### config.mk
export PLATFORM = sky130hd
export DESIGN_NAME = hprm_top
export DESIGN_NICKNAME = d
export VERILOG_FILES = /design/src/core/hprm_quad_counter.v /design/src/core/hprm_top.v
export VERILOG_INCLUDE_DIRS = /design/src /design/src/core
export SDC_FILE = /design/constraint.sdc
export NUM_CORES = 2
export LEC_CHECK = 0
export ABC_CLOCK_PERIOD_IN_PS = 9900
export BUFFER_PORTS_ARGS = -buffer_cell sky130_fd_sc_hd__buf_4
export CAP_MARGIN = 10
export CORE_MARGIN = 5
export CORE_UTILIZATION = 45
export CTS_BUF_LIST = sky130_fd_sc_hd__clkbuf_8
export CTS_CLUSTER_SIZE = 16
export DETAILED_ROUTE_END_ITERATION = 16
export GPL_TIMING_DRIVEN = 1
export PLACE_DENSITY = 0.74
export RECOVER_POWER = 25
export REMOVE_ABC_BUFFERS = 1
export SLEW_MARGIN = 20
export SYNTH_ARGS = -nofsm -noshare
export SYNTH_HDL_FRONTEND = slang
export SYNTH_SLANG_ARGS = --single-unit
### constraint.sdc
create_clock -name CLOCK -period 9.9 [get_ports CLOCK]
set_clock_uncertainty 0.15 [all_clocks]
set_input_delay 0.495 -clock CLOCK [delete_from_list [all_inputs] [get_ports CLOCK]]
set_output_delay 0.495 -clock CLOCK [all_outputs]
set_load 0.02 [all_outputs]
### src/core/hprm_defines.vh
// Constants for the handpad rate and mode control block.
// Assumes a 250 MHz system clock; included by bare name from core files.
`ifndef HPRM_DEFINES_VH
`define HPRM_DEFINES_VH
// Clock period in nanoseconds.
`define HPRM_CLK_NS 4
// Centre button hold time in microseconds (a quarter second).
`define HPRM_HOLD_US 250000
// Hold time as cycles, rounded up; worked in nanoseconds so it fits 32-bit arithmetic.
`define HPRM_HOLD_CYC ((`HPRM_HOLD_US * 1000 + `HPRM_CLK_NS - 1) / `HPRM_CLK_NS)
// Register word indices.
`define HPRM_OFS_CTRL 4'h0
`define HPRM_OFS_SLEW 4'h1
`define HPRM_OFS_PAN 4'h2
`define HPRM_OFS_GUIDE 4'h3
`define HPRM_OFS_ACCEL 4'h4
`define HPRM_OFS_STATUS 4'h5
`define HPRM_OFS_ALT_POS 4'h6
`define HPRM_OFS_AZ_POS 4'h7
// Control register fields.
`define HPRM_CTRL_PADTYPE_LSB 0
`define HPRM_CTRL_INV_ALT 2
`define HPRM_CTRL_INV_AZ 3
// Pad types.
`define HPRM_PAD_OLD 2'h0
`define HPRM_PAD_NEW 2'h1
`define HPRM_PAD_RADIO 2'h2
// Speed modes.
`define HPRM_MODE_SLEW 2'h0
`define HPRM_MODE_PAN 2'h1
`define HPRM_MODE_GUIDE 2'h2
// Reset values.
`define HPRM_RST_CTRL 32'h00000001
`define HPRM_RST_ACCEL 32'h000004b0
`define HPRM_RST_RATE 32'h00000000
`endif

### src/core/hprm_quad_counter.v
// Quadrature counter for one telescope encoder axis.
// Assumes A and B come from pins and are synchronised here.
`timescale 1ns/100ps
`include "hprm_defines.vh"
module hprm_quad_counter #(
  parameter WIDTH = 32
) (
  input wire clk,
  input wire rst,
  input wire enc_a,
  input wire enc_b,
  input wire invert,
  output reg [WIDTH-1:0] count_reg
);
  reg [2:0] a_sync_reg;
  reg [2:0] b_sync_reg;
  reg [1:0] state_reg;
  wire [1:0] state_next;
  wire step;
  wire up;

  ////////////////////////////////////////////////////////////////////////
  // Three stages; a level counts once stages two and three agree.
  always @(posedge clk or posedge rst) begin
    if (rst) begin
      a_sync_reg <= 3'h0;
      b_sync_reg <= 3'h0;
      state_reg <= 2'h0;
    end else begin
      a_sync_reg <= {a_sync_reg[1:0], enc_a};
      b_sync_reg <= {b_sync_reg[1:0], enc_b};
      state_reg <= state_next;
    end
  end

  // Stage 0 is read only by stage 1, so it never reaches the decoder.
  assign state_next[1] = (a_sync_reg[1] == a_sync_reg[2]) ? a_sync_reg[2] : state_reg[1];
  assign state_next[0] = (b_sync_reg[1] == b_sync_reg[2]) ? b_sync_reg[2] : state_reg[0];
  // One decoded step per cycle at 250 MHz is far above any 500,000 tick wheel rate.
  assign step = state_next != state_reg;
  assign up = (state_reg[1] ^ state_next[0]) ^ invert;

  ////////////////////////////////////////////////////////////////////////
  // Position accumulator.
  always @(posedge clk or posedge rst) begin
    if (rst) begin
      count_reg <= {WIDTH{1'b0}};
    end else if (step) begin
      count_reg <= up ? count_reg + 1'b1 : count_reg - 1'b1;
    end
  end
endmodule

### src/core/hprm_top.v
// Handpad rate and mode control: keys to axis velocity commands with ramp.
// Assumes an Avalon-MM master on the same clock and pins from the handpad.
// Key and encoder pins are asynchronous to the clock and are synchronised inside.
//
// Added by the designer: the register offsets and the Avalon-MM slave port.
`timescale 1ns/100ps
`include "hprm_defines.vh"
// Function
// - New pad: holding centre button a quarter second toggles slew and pan.
// - Momentary speed button becomes an internally latched mode selection.
// - Radio pad: each speed key press steps slew, pan, guide; mode is shown.
// - New and radio pads accept combined keys, moving both axes together.
// - Acceleration value sets ramp steepness; larger means faster ramp.
// - Each axis may invert the telescope encoder count direction.
// - Telescope encoder ticks are counted without loss up to 500,000 per rev.
module hprm_top #(
  parameter HOLD_CYC = `HPRM_HOLD_CYC,
  parameter RATE_W = 32
) (
  input wire CLOCK,
  input wire RST,
  input wire [3:0] AVS_ADDRESS,
  input wire AVS_READ,
  input wire AVS_WRITE,
  input wire [31:0] AVS_WRITEDATA,
  input wire [3:0] AVS_BYTEENABLE,
  output wire [31:0] AVS_READDATA,
  output wire AVS_WAITREQUEST,
  input wire KEY_UP,
  input wire KEY_DOWN,
  input wire KEY_LEFT,
  input wire KEY_RIGHT,
  input wire SPEED_SELECT_KEY,
  input wire ALT_ENC_A,
  input wire ALT_ENC_B,
  input wire AZ_ENC_A,
  input wire AZ_ENC_B,
  output wire [1:0] MODE_IND,
  output reg [RATE_W-1:0] ALT_RATE,
  output reg [RATE_W-1:0] AZ_RATE
);
  reg [31:0] ctrl_reg;
  reg [31:0] slew_reg;
  reg [31:0] pan_reg;
  reg [31:0] guide_reg;
  reg [31:0] accel_reg;
  reg [31:0] rdata_reg;
  reg ack_reg;
  wire [4:0] key_reg;
  reg [31:0] hold_cnt_reg;
  reg hold_done_reg;
  reg spd_prev_reg;
  reg [1:0] mode_reg;
  reg [1:0] mode_next;
  reg signed [RATE_W-1:0] alt_tgt;
  reg signed [RATE_W-1:0] az_tgt;
  reg signed [RATE_W-1:0] sel_rate;
  wire [4:0] key_pins;
  wire [1:0] pad_type;
  wire [31:0] alt_pos;
  wire [31:0] az_pos;
  wire req;
  genvar gi;

  // Byte-lane merge used by every writable register.
  // Lanes whose byte enable is low keep their old contents.
  function [31:0] merge;
    input [31:0] old;
    input [31:0] wd;
    input [3:0] be;
    integer i;
    begin
      merge = old;
      for (i = 0; i < 4; i = i + 1) begin
        if (be[i]) begin
          merge[i*8 +: 8] = wd[i*8 +: 8];
        end
      end
    end
  endfunction

  // Moves a rate toward its target by at most one acceleration step.
  // The difference is taken one bit wider so that a full-scale reversal cannot wrap.
  // A step wider than the rate field is cut to the field; software keeps it small.
  function signed [RATE_W-1:0] ramp;
    input signed [RATE_W-1:0] cur;
    input signed [RATE_W-1:0] tgt;
    input [31:0] step;
    reg signed [RATE_W:0] diff;
    begin
      diff = {tgt[RATE_W-1], tgt} - {cur[RATE_W-1], cur};
      if (diff > $signed({1'b0, step[RATE_W-1:0]})) begin
        ramp = cur + step[RATE_W-1:0];
      end else if (diff < -$signed({1'b0, step[RATE_W-1:0]})) begin
        ramp = cur - step[RATE_W-1:0];
      end else begin
        ramp = tgt;
      end
    end
  endfunction

  ////////////////////////////////////////////////////////////////////////
  // Avalon-MM slave: one wait cycle, then the answer on the next edge.
  // Word map: 0 control, 1 slew rate, 2 pan rate, 3 guide rate, 4 acceleration step,
  // 5 status (mode in bits 1:0, synchronised keys above), 6 and 7 telescope positions.
  // Control holds the pad type in bits 1:0 and the two count inversions in bits 3:2.
  // Read data is captured while waitrequest is high, so it already stands at the
  // edge where the master sees waitrequest low.
  // Writes land at that same edge; a master that broke the protocol by dropping a
  // request early would therefore leave every register untouched.
  // The fixed single wait state costs one cycle per access but needs no state machine.
  assign req = AVS_READ | AVS_WRITE;
  assign AVS_WAITREQUEST = req & ~ack_reg;
  assign AVS_READDATA = rdata_reg;
  assign pad_type = ctrl_reg[`HPRM_CTRL_PADTYPE_LSB +: 2];

  // Register writes and read capture; unmapped reads return zero.
  // A write takes effect only at the edge where waitrequest is low.
  always @(posedge CLOCK or posedge RST) begin
    if (RST) begin
      ctrl_reg <= `HPRM_RST_CTRL;
      slew_reg <= `HPRM_RST_RATE;
      pan_reg <= `HPRM_RST_RATE;
      guide_reg <= `HPRM_RST_RATE;
      accel_reg <= `HPRM_RST_ACCEL;
      rdata_reg <= 32'h00000000;
      ack_reg <= 1'b0;
    end else begin
      ack_reg <= req & ~ack_reg;
      if (ack_reg & AVS_WRITE) begin
        case (AVS_ADDRESS)
          `HPRM_OFS_CTRL: begin
            ctrl_reg <= merge(ctrl_reg, AVS_WRITEDATA, AVS_BYTEENABLE) & 32'h0000000f;
          end
          `HPRM_OFS_SLEW: slew_reg <= merge(slew_reg, AVS_WRITEDATA, AVS_BYTEENABLE);
          `HPRM_OFS_PAN: pan_reg <= merge(pan_reg, AVS_WRITEDATA, AVS_BYTEENABLE);
          `HPRM_OFS_GUIDE: guide_reg <= merge(guide_reg, AVS_WRITEDATA, AVS_BYTEENABLE);
          `HPRM_OFS_ACCEL: accel_reg <= merge(accel_reg, AVS_WRITEDATA, AVS_BYTEENABLE);
          default: ctrl_reg <= ctrl_reg;
        endcase
      end
      if (req & ~ack_reg & AVS_READ) begin
        case (AVS_ADDRESS)
          `HPRM_OFS_CTRL: rdata_reg <= ctrl_reg;
          `HPRM_OFS_SLEW: rdata_reg <= slew_reg;
          `HPRM_OFS_PAN: rdata_reg <= pan_reg;
          `HPRM_OFS_GUIDE: rdata_reg <= guide_reg;
          `HPRM_OFS_ACCEL: rdata_reg <= accel_reg;
          `HPRM_OFS_STATUS: rdata_reg <= {25'h0, key_reg, mode_reg};
          `HPRM_OFS_ALT_POS: rdata_reg <= alt_pos;
          `HPRM_OFS_AZ_POS: rdata_reg <= az_pos;
          default: rdata_reg <= 32'h00000000;
        endcase
      end
    end
  end

  ////////////////////////////////////////////////////////////////////////
  // Key synchronisers: three stages, a change counts when stages 1 and 2 agree.
  // The idle level of every key is low, which is also the reset value, so no false
  // press or speed-key edge follows reset.
  assign key_pins = {SPEED_SELECT_KEY, KEY_RIGHT, KEY_LEFT, KEY_DOWN, KEY_UP};
  generate
    for (gi = 0; gi < 5; gi = gi + 1) begin : g_key
      reg [2:0] sync_reg;
      reg level_reg;
      always @(posedge CLOCK or posedge RST) begin
        if (RST) begin
          sync_reg <= 3'h0;
          level_reg <= 1'b0;
        end else begin
          sync_reg <= {sync_reg[1:0], key_pins[gi]};
          if (sync_reg[1] == sync_reg[2]) begin
            level_reg <= sync_reg[2];
          end
        end
      end
      // Each key keeps its own flops, so every bit of the key vector has one driver.
      assign key_reg[gi] = level_reg;
    end
  endgenerate

  ////////////////////////////////////////////////////////////////////////
  // Speed mode latch. Old pad has a real switch, so its level is the mode.
  // New and radio pads only give a momentary button, so the mode lives in mode_reg
  // and survives the release of the key.
  always @* begin
    mode_next = mode_reg;
    case (pad_type)
      `HPRM_PAD_OLD: begin
        mode_next = key_reg[4] ? `HPRM_MODE_PAN : `HPRM_MODE_SLEW;
      end
      `HPRM_PAD_NEW: begin
        // Toggle once per hold; a longer hold does not toggle again.
        if (key_reg[4] && !hold_done_reg && hold_cnt_reg == HOLD_CYC - 1) begin
          mode_next = (mode_reg == `HPRM_MODE_SLEW) ? `HPRM_MODE_PAN : `HPRM_MODE_SLEW;
        end
      end
      `HPRM_PAD_RADIO: begin
        if (key_reg[4] && !spd_prev_reg) begin
          case (mode_reg)
            `HPRM_MODE_SLEW: mode_next = `HPRM_MODE_PAN;
            `HPRM_MODE_PAN: mode_next = `HPRM_MODE_GUIDE;
            default: mode_next = `HPRM_MODE_SLEW;
          endcase
        end
      end
      default: mode_next = mode_reg;
    endcase
  end

  // Hold counter and mode state.
  // The counter stops at the hold time, so a key held for minutes neither wraps
  // nor toggles the mode a second time.
  always @(posedge CLOCK or posedge RST) begin
    if (RST) begin
      hold_cnt_reg <= 32'h00000000;
      hold_done_reg <= 1'b0;
      spd_prev_reg <= 1'b0;
      mode_reg <= `HPRM_MODE_SLEW;
    end else begin
      spd_prev_reg <= key_reg[4];
      mode_reg <= mode_next;
      if (!key_reg[4]) begin
        hold_cnt_reg <= 32'h00000000;
        hold_done_reg <= 1'b0;
      end else if (hold_cnt_reg == HOLD_CYC - 1) begin
        hold_done_reg <= 1'b1;
      end else if (!hold_done_reg) begin
        hold_cnt_reg <= hold_cnt_reg + 32'h00000001;
      end
    end
  end

  // Mode indication is shown for the radio receiver.
  // The code equals the mode register, so software sees the same value in status.
  assign MODE_IND = mode_reg;

  ////////////////////////////////////////////////////////////////////////
  // Target velocity per axis from held keys and the selected rate.
  // Up and right are positive; opposing keys on one axis cancel to a stop rather
  // than guessing which press was meant.
  // Old pad rates are taken as signed, so software supplies negatives there.
  always @* begin
    case (mode_reg)
      `HPRM_MODE_PAN: sel_rate = pan_reg[RATE_W-1:0];
      `HPRM_MODE_GUIDE: sel_rate = guide_reg[RATE_W-1:0];
      default: sel_rate = slew_reg[RATE_W-1:0];
    endcase
    alt_tgt = {RATE_W{1'b0}};
    az_tgt = {RATE_W{1'b0}};
    if (key_reg[0] != key_reg[1]) begin
      alt_tgt = key_reg[0] ? sel_rate : -sel_rate;
    end
    if (key_reg[2] != key_reg[3]) begin
      az_tgt = key_reg[3] ? sel_rate : -sel_rate;
    end
    // Old pad cannot combine axes; altitude takes precedence.
    if (pad_type == `HPRM_PAD_OLD && alt_tgt != {RATE_W{1'b0}}) begin
      az_tgt = {RATE_W{1'b0}};
    end
  end

  // Ramp toward the targets by the acceleration step each cycle.
  // Releasing a key ramps the axis down the same way, so the mount never sees a
  // step change of velocity.
  always @(posedge CLOCK or posedge RST) begin
    if (RST) begin
      ALT_RATE <= {RATE_W{1'b0}};
      AZ_RATE <= {RATE_W{1'b0}};
    end else begin
      ALT_RATE <= ramp(ALT_RATE, alt_tgt, accel_reg);
      AZ_RATE <= ramp(AZ_RATE, az_tgt, accel_reg);
    end
  end

  ////////////////////////////////////////////////////////////////////////
  // Telescope encoder counters with per-axis inversion.
  // Inversion only flips the counting sense; swapping the A and B wires does the
  // same job without software, which is why both axes reset to no inversion.
  hprm_quad_counter #(.WIDTH(32)) u_alt (
    .clk(CLOCK),
    .rst(RST),
    .enc_a(ALT_ENC_A),
    .enc_b(ALT_ENC_B),
    .invert(ctrl_reg[`HPRM_CTRL_INV_ALT]),
    .count_reg(alt_pos)
  );

  hprm_quad_counter #(.WIDTH(32)) u_az (
    .clk(CLOCK),
    .rst(RST),
    .enc_a(AZ_ENC_A),
    .enc_b(AZ_ENC_B),
    .invert(ctrl_reg[`HPRM_CTRL_INV_AZ]),
    .count_reg(az_pos)
  );
endmodule

* Word-level counts from Yosys, hierarchy flattened
Index checks and enable logic that the tools add are counted.
** Word-level totals
- Word-level logic and storage cells :: 157
- Output and inout port bits :: 99
- Bits in registers :: 365
- Bits of input ports :: 53
** Operators by class
- Add/subtract/negate cells :: 13
- $lt $le $gt $ge :: 4
- Eq/ne operators :: 30
- Bitwise gates (word level) :: 9
- Reductions and logical operators :: 30
- Multiplexer cells :: 28
** Operator list (number)
- $mux 32 :: 14
- $pmux 32 s8 :: 1
- $add 32x1->32 const B :: 3
- $gt 33x33->1 :: 2
- $lt 33x33->1 :: 2
- $sub 32x32->33 :: 2
- $add 32x32->32 :: 2
- $pmux 32 s2 :: 1
- $sub 32x1->32 const B :: 2
- $sub 32x32->32 :: 2
- $reduce_and 3->1 :: 18
- $neg 32->33 :: 1
- $eq 32x26->1 const B :: 1
- $neg 32->32 :: 1
- $reduce_bool 32->1 :: 1
- $eq 4x3->1 const B :: 4
- $eq 1x1->1 :: 9
- $eq 4x2->1 const B :: 2
- $mux 1 :: 8
- $ne 2x2->1 const B :: 4
- $pmux 2 s3 :: 1
- $eq 2x1->1 const B :: 2
- $eq 2x2->1 const B :: 2
- $eq 4x1->1 const B :: 1
- 15 further kinds :: 28

* Logic depth before layout (Yosys ltp)
- Depth after elaboration :: 12
- Mapped depth :: 46

* Hierarchy
Synthesis repeated with hierarchy kept, for this count alone.
** Unflattened totals
- Cells, all modules :: 3810
- Area, all modules :: 32565.0 um^2
** By module, submodules not included
- hprm_top :: sequential area each 7138.1 um^2, instances 1, area each 27024.7 um^2, cells an instance 3182
- hprm_quad_counter :: sequential area each 1001.0 um^2, instances 2, area each 2770.2 um^2, cells an instance 314

* Least setup slack after synthesis
No wires, ideal clock.
- Path type :: register -> register
- Start :: register mode_reg[0] (netlist: MODE_IND[0])
- End :: register AZ_RATE[2]
- Setup time :: 90 ps
- Path buffers :: 6
- Arrival time :: 10261 ps
- Stages on the path, launching flop included :: 42
- Period minus slack after synthesis :: 10502 ps
- Path slack :: -602 ps
- Cell sequence :: dfrtp_1 inv_1 ha_1 buf_2 buf_4 buf_2 mux2i_2 ha_1 inv_1 a211o_1 nor3_1 or4b_1 buf_2 or4_1 xor2_1 a22oi_2 nand4_1 o41a_1 [6 not listed] o21ai_0 o311ai_0 nand3_1 o2111ai_1 nand3_1 a2111oi_0 nor4_1 ha_1 or4b_2 a221o_1 or4b_2 o21bai_1 o31ai_1 o22a_1 clkbuf_1 clkbuf_1 a21oi_1 o221ai_1
** On the way
- Word-level cells in the longest chain between the ends :: 12
- Elaborated cells on any way between the ends :: 16
- Classes of those cells :: add/sub: 2; order compare: 2; eq/ne: 2; mux: 8; reduce/logical: 2
** Ends and longest elaborated chain
- start: declaration :: line hprm_top.v:53 : reg [1:0] mode_reg;
- start signal: assignment :: line hprm_top.v:220 : mode_reg <= `HPRM_MODE_SLEW;
- start signal: assignment :: line hprm_top.v:223 : mode_reg <= mode_next;
- $eq 2x2->1 or $eq 2x1->1 (tied branches) :: line hprm_top.v:245 : case (mode_reg)
- $pmux 32 s2 * :: line hprm_top.v:245
- $neg 32->32 :: line hprm_top.v:253, hprm_top.v:256
- $mux 32 :: line hprm_top.v:253 : alt_tgt = key_reg[0] ? sel_rate : -sel_rate;
- $mux 32 :: line hprm_top.v:252 : if (key_reg[0] != key_reg[1]) begin
- $reduce_bool 32->1 :: line hprm_top.v:259 : if (pad_type == `HPRM_PAD_OLD && alt_tgt != {RATE_W{1'b0}}) begin
- $logic_and 1x1->1 :: line hprm_top.v:259
- $mux 32 * :: line hprm_top.v:259
- $sub 32x32->33 :: line hprm_top.v:91 : diff = {tgt[RATE_W-1], tgt} - {cur[RATE_W-1], cur};
- $lt 33x33->1 :: line hprm_top.v:94 : end else if (diff < -$signed({1'b0, step[RATE_W-1:0]})) begin
- $mux 32 :: line hprm_top.v:94
- $mux 32 * :: line hprm_top.v:92 : if (diff > $signed({1'b0, step[RATE_W-1:0]})) begin
- end signal: assignment :: line hprm_top.v:270 : AZ_RATE <= {RATE_W{1'b0}};
- end signal: assignment :: line hprm_top.v:273 : AZ_RATE <= ramp(AZ_RATE, az_tgt, accel_reg);
- end: declaration :: line hprm_top.v:40 : output reg [RATE_W-1:0] AZ_RATE
Every way passes the cells marked *; elsewhere a longest branch is shown, timed or not.
A chain may end at the register's enable or synchronous reset.

* Worst setup path in the final report
- Start :: register mode_reg[0] (netlist: MODE_IND[0])
- End :: register AZ_RATE[7]
The elaborated chain is that of the path after synthesis.

==> metrics.md <==
| Metric | Value |
|---|---|
| Status | `complete, but fails checks` |
| Failing checks | `capacitance limit, slew limit` |
| DP Area | `35,700 um^2` |
| Initial core utilization | `45.3%` |
| First-pass GRT wire length | `167 mm` |
| Synth area leader | `dfrtp_1` |
| Mapped Avg Cell Area | `8.56 um^2` |
| Most frequent CP cell | `a21o_1` |
| Initial drt markers | `3,250` |
| Post-synthesis register bit count | `365` |
| Fin crit period | `9790 ps` |
| Reg-to-Reg Start | `MODE_IND[0]` |
| Max clock buf depth | `3` |
| Critical Path End Type | `register` |
| Multi-input logic area | `22,500 um^2` |
| WL/cell | `21.3 um` |
| Clk pwr share | `12.1%` |
| Clock Pin Slew Worst Setup and Hold Paths | `60 ps` |
| GRT overflow | `0` |
| Peak supply drop | `0.202 mV` |
| Worst reg-to-reg setup slack | `110 ps` |
| Layout cell share with drive strength beyond 1 | `17.2%` |
| Final instance area | `38,600 um^2` |
| Internal cell power | `7.25 mW` |
| Ys flop type | `dfrtp_1` |
| Sequential Power Share | `17.1%` |
| Max cap viols | `3` |
| CP startpoint | `MODE_IND[0]` |
| Synth unique cells | `89` |
| Sw frac | `49.5%` |
| FF-to-FF path depth | `42` |
| Inst Count DP | `4,925` |
| CP max stage delay | `570 ps` |
| Final #Nets | `4,568` |
| Async set-reset flop share out of synthesis | `100%` |
| Clk Latency, worst-skew pair | `680 ps` |
| IO Port Bufs | `151` |
| Row count | `98` |
| Vias in the first global route | `30,000` |
| Fmax | `102 MHz` |
| Final setup viols | `0` |
| Seq/Total Area, Yosys | `28.2%` |
| CORE AREA | `71,500 um^2` |
| Leakage | `17.6 nW` |
| Initial antenna violation count | `3` |
| Startpoint Class | `register` |
| Remaining antenna violation count | `0` |
| Routed wire length | `109 mm` |
| CP required | `10,330 ps` |
| Psw | `7.10 mW` |
| Crit path DAT | `10,230 ps` |
| Slew @ Worst Pin | `5920 ps` |
| Num CTS Buffers | `69` |
| Post-DP HPWL | `83.6 mm` |
| Vias post-DR | `31,600` |
| Clock Sinks | `365` |
| CP top delay family | `compound AO/OA/AOI/OAI gates` |
| Worst setup slack after layout | `108 ps` |
| Min-Delay Path Class | `input pin to register` |
| Die width | `278 um` |
| Chip height | `278 um` |
| CTS tree | `done` |
| CP endpoint | `AZ_RATE[7]` |
| Routability cong. | `0.993` |
| Logic gate share of total power | `70.8%` |
| Largest net degree at the start of global routing | `175` |
| Place WS | `-296 ps` |
| H-tree Lvls | `3` |
| Vias per std cell | `6.15` |
| Fin crit share | `98.9%` |
| Area growth, synth to finish | `19.2%` |
| Filler Cells Inserted | `6,549` |
| Storage element area | `9140 um^2` |
| Critical path type | `register to register` |
| RSZ-0062 raised after global routing | `true` |
| Top cells by area, synth | `dfrtp_1, ha_1, nor2_1, a21oi_1, xnor2_1` |
| Reg-to-reg endpoint | `AZ_RATE[7]` |
| # IOs | `152` |
| GRT Util Overall | `26.5%` |
| Area share of the largest cell type after synthesis | `27.8%` |
| Critical Path Fanout Max | `7` |
| Synth warn | `0` |
| Post-synth EDFFs | `0` |
| Non-filler cells, final | `5,129` |
| Die area | `77,500 um^2` |
| Cell area after synthesis | `32,400 um^2` |
| Pwr/cell area | `371 nW/um^2` |
| Drt first pass iters | `6` |
| CP max stage cell | `or4_4` |
| WP buf/inv | `6` |
| Pins Over Slew Limit | `233` |
| Relative slew slack | `-295%` |
| Final hold vios | `0` |
| Post-synthesis cell count | `3,785` |
| Levels on crit path | `42` |
| # DRC | `0` |
| Root Driver | `clkbuf_8` |
final cells by class:
class                      count  area share (%)
multi-input combinational   3051            58.1
sequential                   365            23.7
timing repair buffer         410            8.71
clock buffer                  91            3.24
tap                          950            3.08
inverter                     222            2.16
clock inverter                36           0.988
antenna                        4          0.0259
repair_timing:
action	4_1_cts	5_1_grt
hold buffers	44	0
buffers inserted	7	15
gates resized for setup	32	76
hold endpoints to repair	268	0
setup endpoints to repair	32	32
gates cloned	2	5
pin swaps	16	63
power groups by stage:
| stage | Combinational, mW | Sequential [mW] | Clock, mW |
|---|---|---|---|
| after floorplan | 6.44 | 2.40 | 0 |
| after global placement | 9.10 | 2.44 | 0 |
| after detailed placement | 9.29 | 2.45 | 0 |
| after CTS | 9.55 | 2.43 | 1.76 |
| after global routing | 11.1 | 2.49 | 1.84 |
| final | 10.2 | 2.45 | 1.73 |
cell families (layout without fill, tap and decap cells):
logic type      after synthesis  in the layout  share of synthesized area (%)
simple gates               1072           1072                           15.7
compound gates             1255           1255                           26.5
flops                       365            365                           28.2
buf+inv                     369            759                           4.35
fa+ha+maj                   403            403                           15.7
mux                         120            120                           4.11
other cells                   0              4                              0
xor+xnor                    201            201                           5.43
cell usage after synthesis (19+ instances only):
cell type / count
and2_1: 19
and3_1: 19
a21oi_1: 289
nor4_1: 28
o221ai_1: 21
nand4_1: 56
a21o_1: 119
a211oi_1: 33
a221o_1: 23
a22oi_1: 132
nand3_1: 69
a221oi_1: 33
xor2_1: 60
o31ai_1: 28
xnor2_1: 141
nand2b_1: 56
o21a_1: 42
or3_1: 31
o211ai_1: 23
a31oi_1: 28
ha_1: 388
o21bai_1: 48
a22o_1: 31
o21ai_0: 198
mux2_2: 101
nor2b_1: 42
nand2_1: 209
nor3_1: 84
a41oi_1: 30
nor2_1: 398
clkbuf_1: 123
dfrtp_1: 360
o22ai_1: 43
inv_1: 221
metal layers:
metal / global-route usage (%) / up-vias / part of all wire (%)
met5: 0 / - / 0
met4: 7.78 / 0 / 3.6
met3: 4.73 / 232 / 8.7
met2: 41.4 / 1387 / 44
met1: 37.7 / 15100 / 44
li1: - / 14800 / -
cells in the final DEF, fill, tap and decap left out, drive strengths merged, types with 18 or more instances in the layout:
cell         instances
nor2               398
ha                 388
dfrtp              360
buf                342
a21oi              291
inv                238
nand2              209
o21ai              198
xnor2              141
a22oi              133
a21o               119
clkbuf             115
mux2               101
nor3                84
nand3               69
xor2                60
nand4               56
nand2b              56
o22ai               52
o21bai              48
dlygate4sd3         44
o21a                42
nor2b               42
a221oi              33
a211oi              33
or3                 31
a22o                31
a41oi               30
o31ai               28
a31oi               28
nor4                28
o211ai              23
a221o               23
o221ai              21
and2                19
mux2i               19
and3                19
or2                 18
worst min-delay path by stage:
stage	slack, ps	cells after the start	from	endpoint
2_1_floorplan	180	0	g_key[0].sync_reg[0]	g_key[0].sync_reg[1]
3_3_place_gp	180	0	u_az.b_sync_reg[0]	u_az.b_sync_reg[1]
3_5_place_dp	190	0	g_key[4].sync_reg[0]	g_key[4].sync_reg[1]
4_1_cts	80	4	AVS_ADDRESS[1]	AVS_READDATA[2]
5_1_grt	130	4	AVS_ADDRESS[1]	AVS_READDATA[2]
6_report	120	4	AVS_ADDRESS[1]	AVS_READDATA[2]
worst reg2reg max path, delay by kind of cell, from the launching register on:
| family | cells | cell delay (ps) |
|---|---|---|
| AOI/OAI and AO/OA | 22 | 4320 |
| xor gates and xnor gates | 2 | 320 |
| adders and majority gates | 5 | 1290 |
| buffers and inverters | 6 | 920 |
| DFF | 1 | 430 |
| muxes | 1 | 190 |
| and+or+nand+nor | 6 | 2110 |
through the flow:
stage,hold WS (ps),setup TNS (ps),util [%],total power [mW]
finish,119,0,54.0,14.3
global route,135,-8450,54.0,15.4
CTS,83.9,0,53.2,13.7
detailed placement,186,-6470,50.0,11.7
global placement,184,-2180,50.0,11.5
floorplan,181,-415320,-,8.84
(Power assumes the default switching activity.)
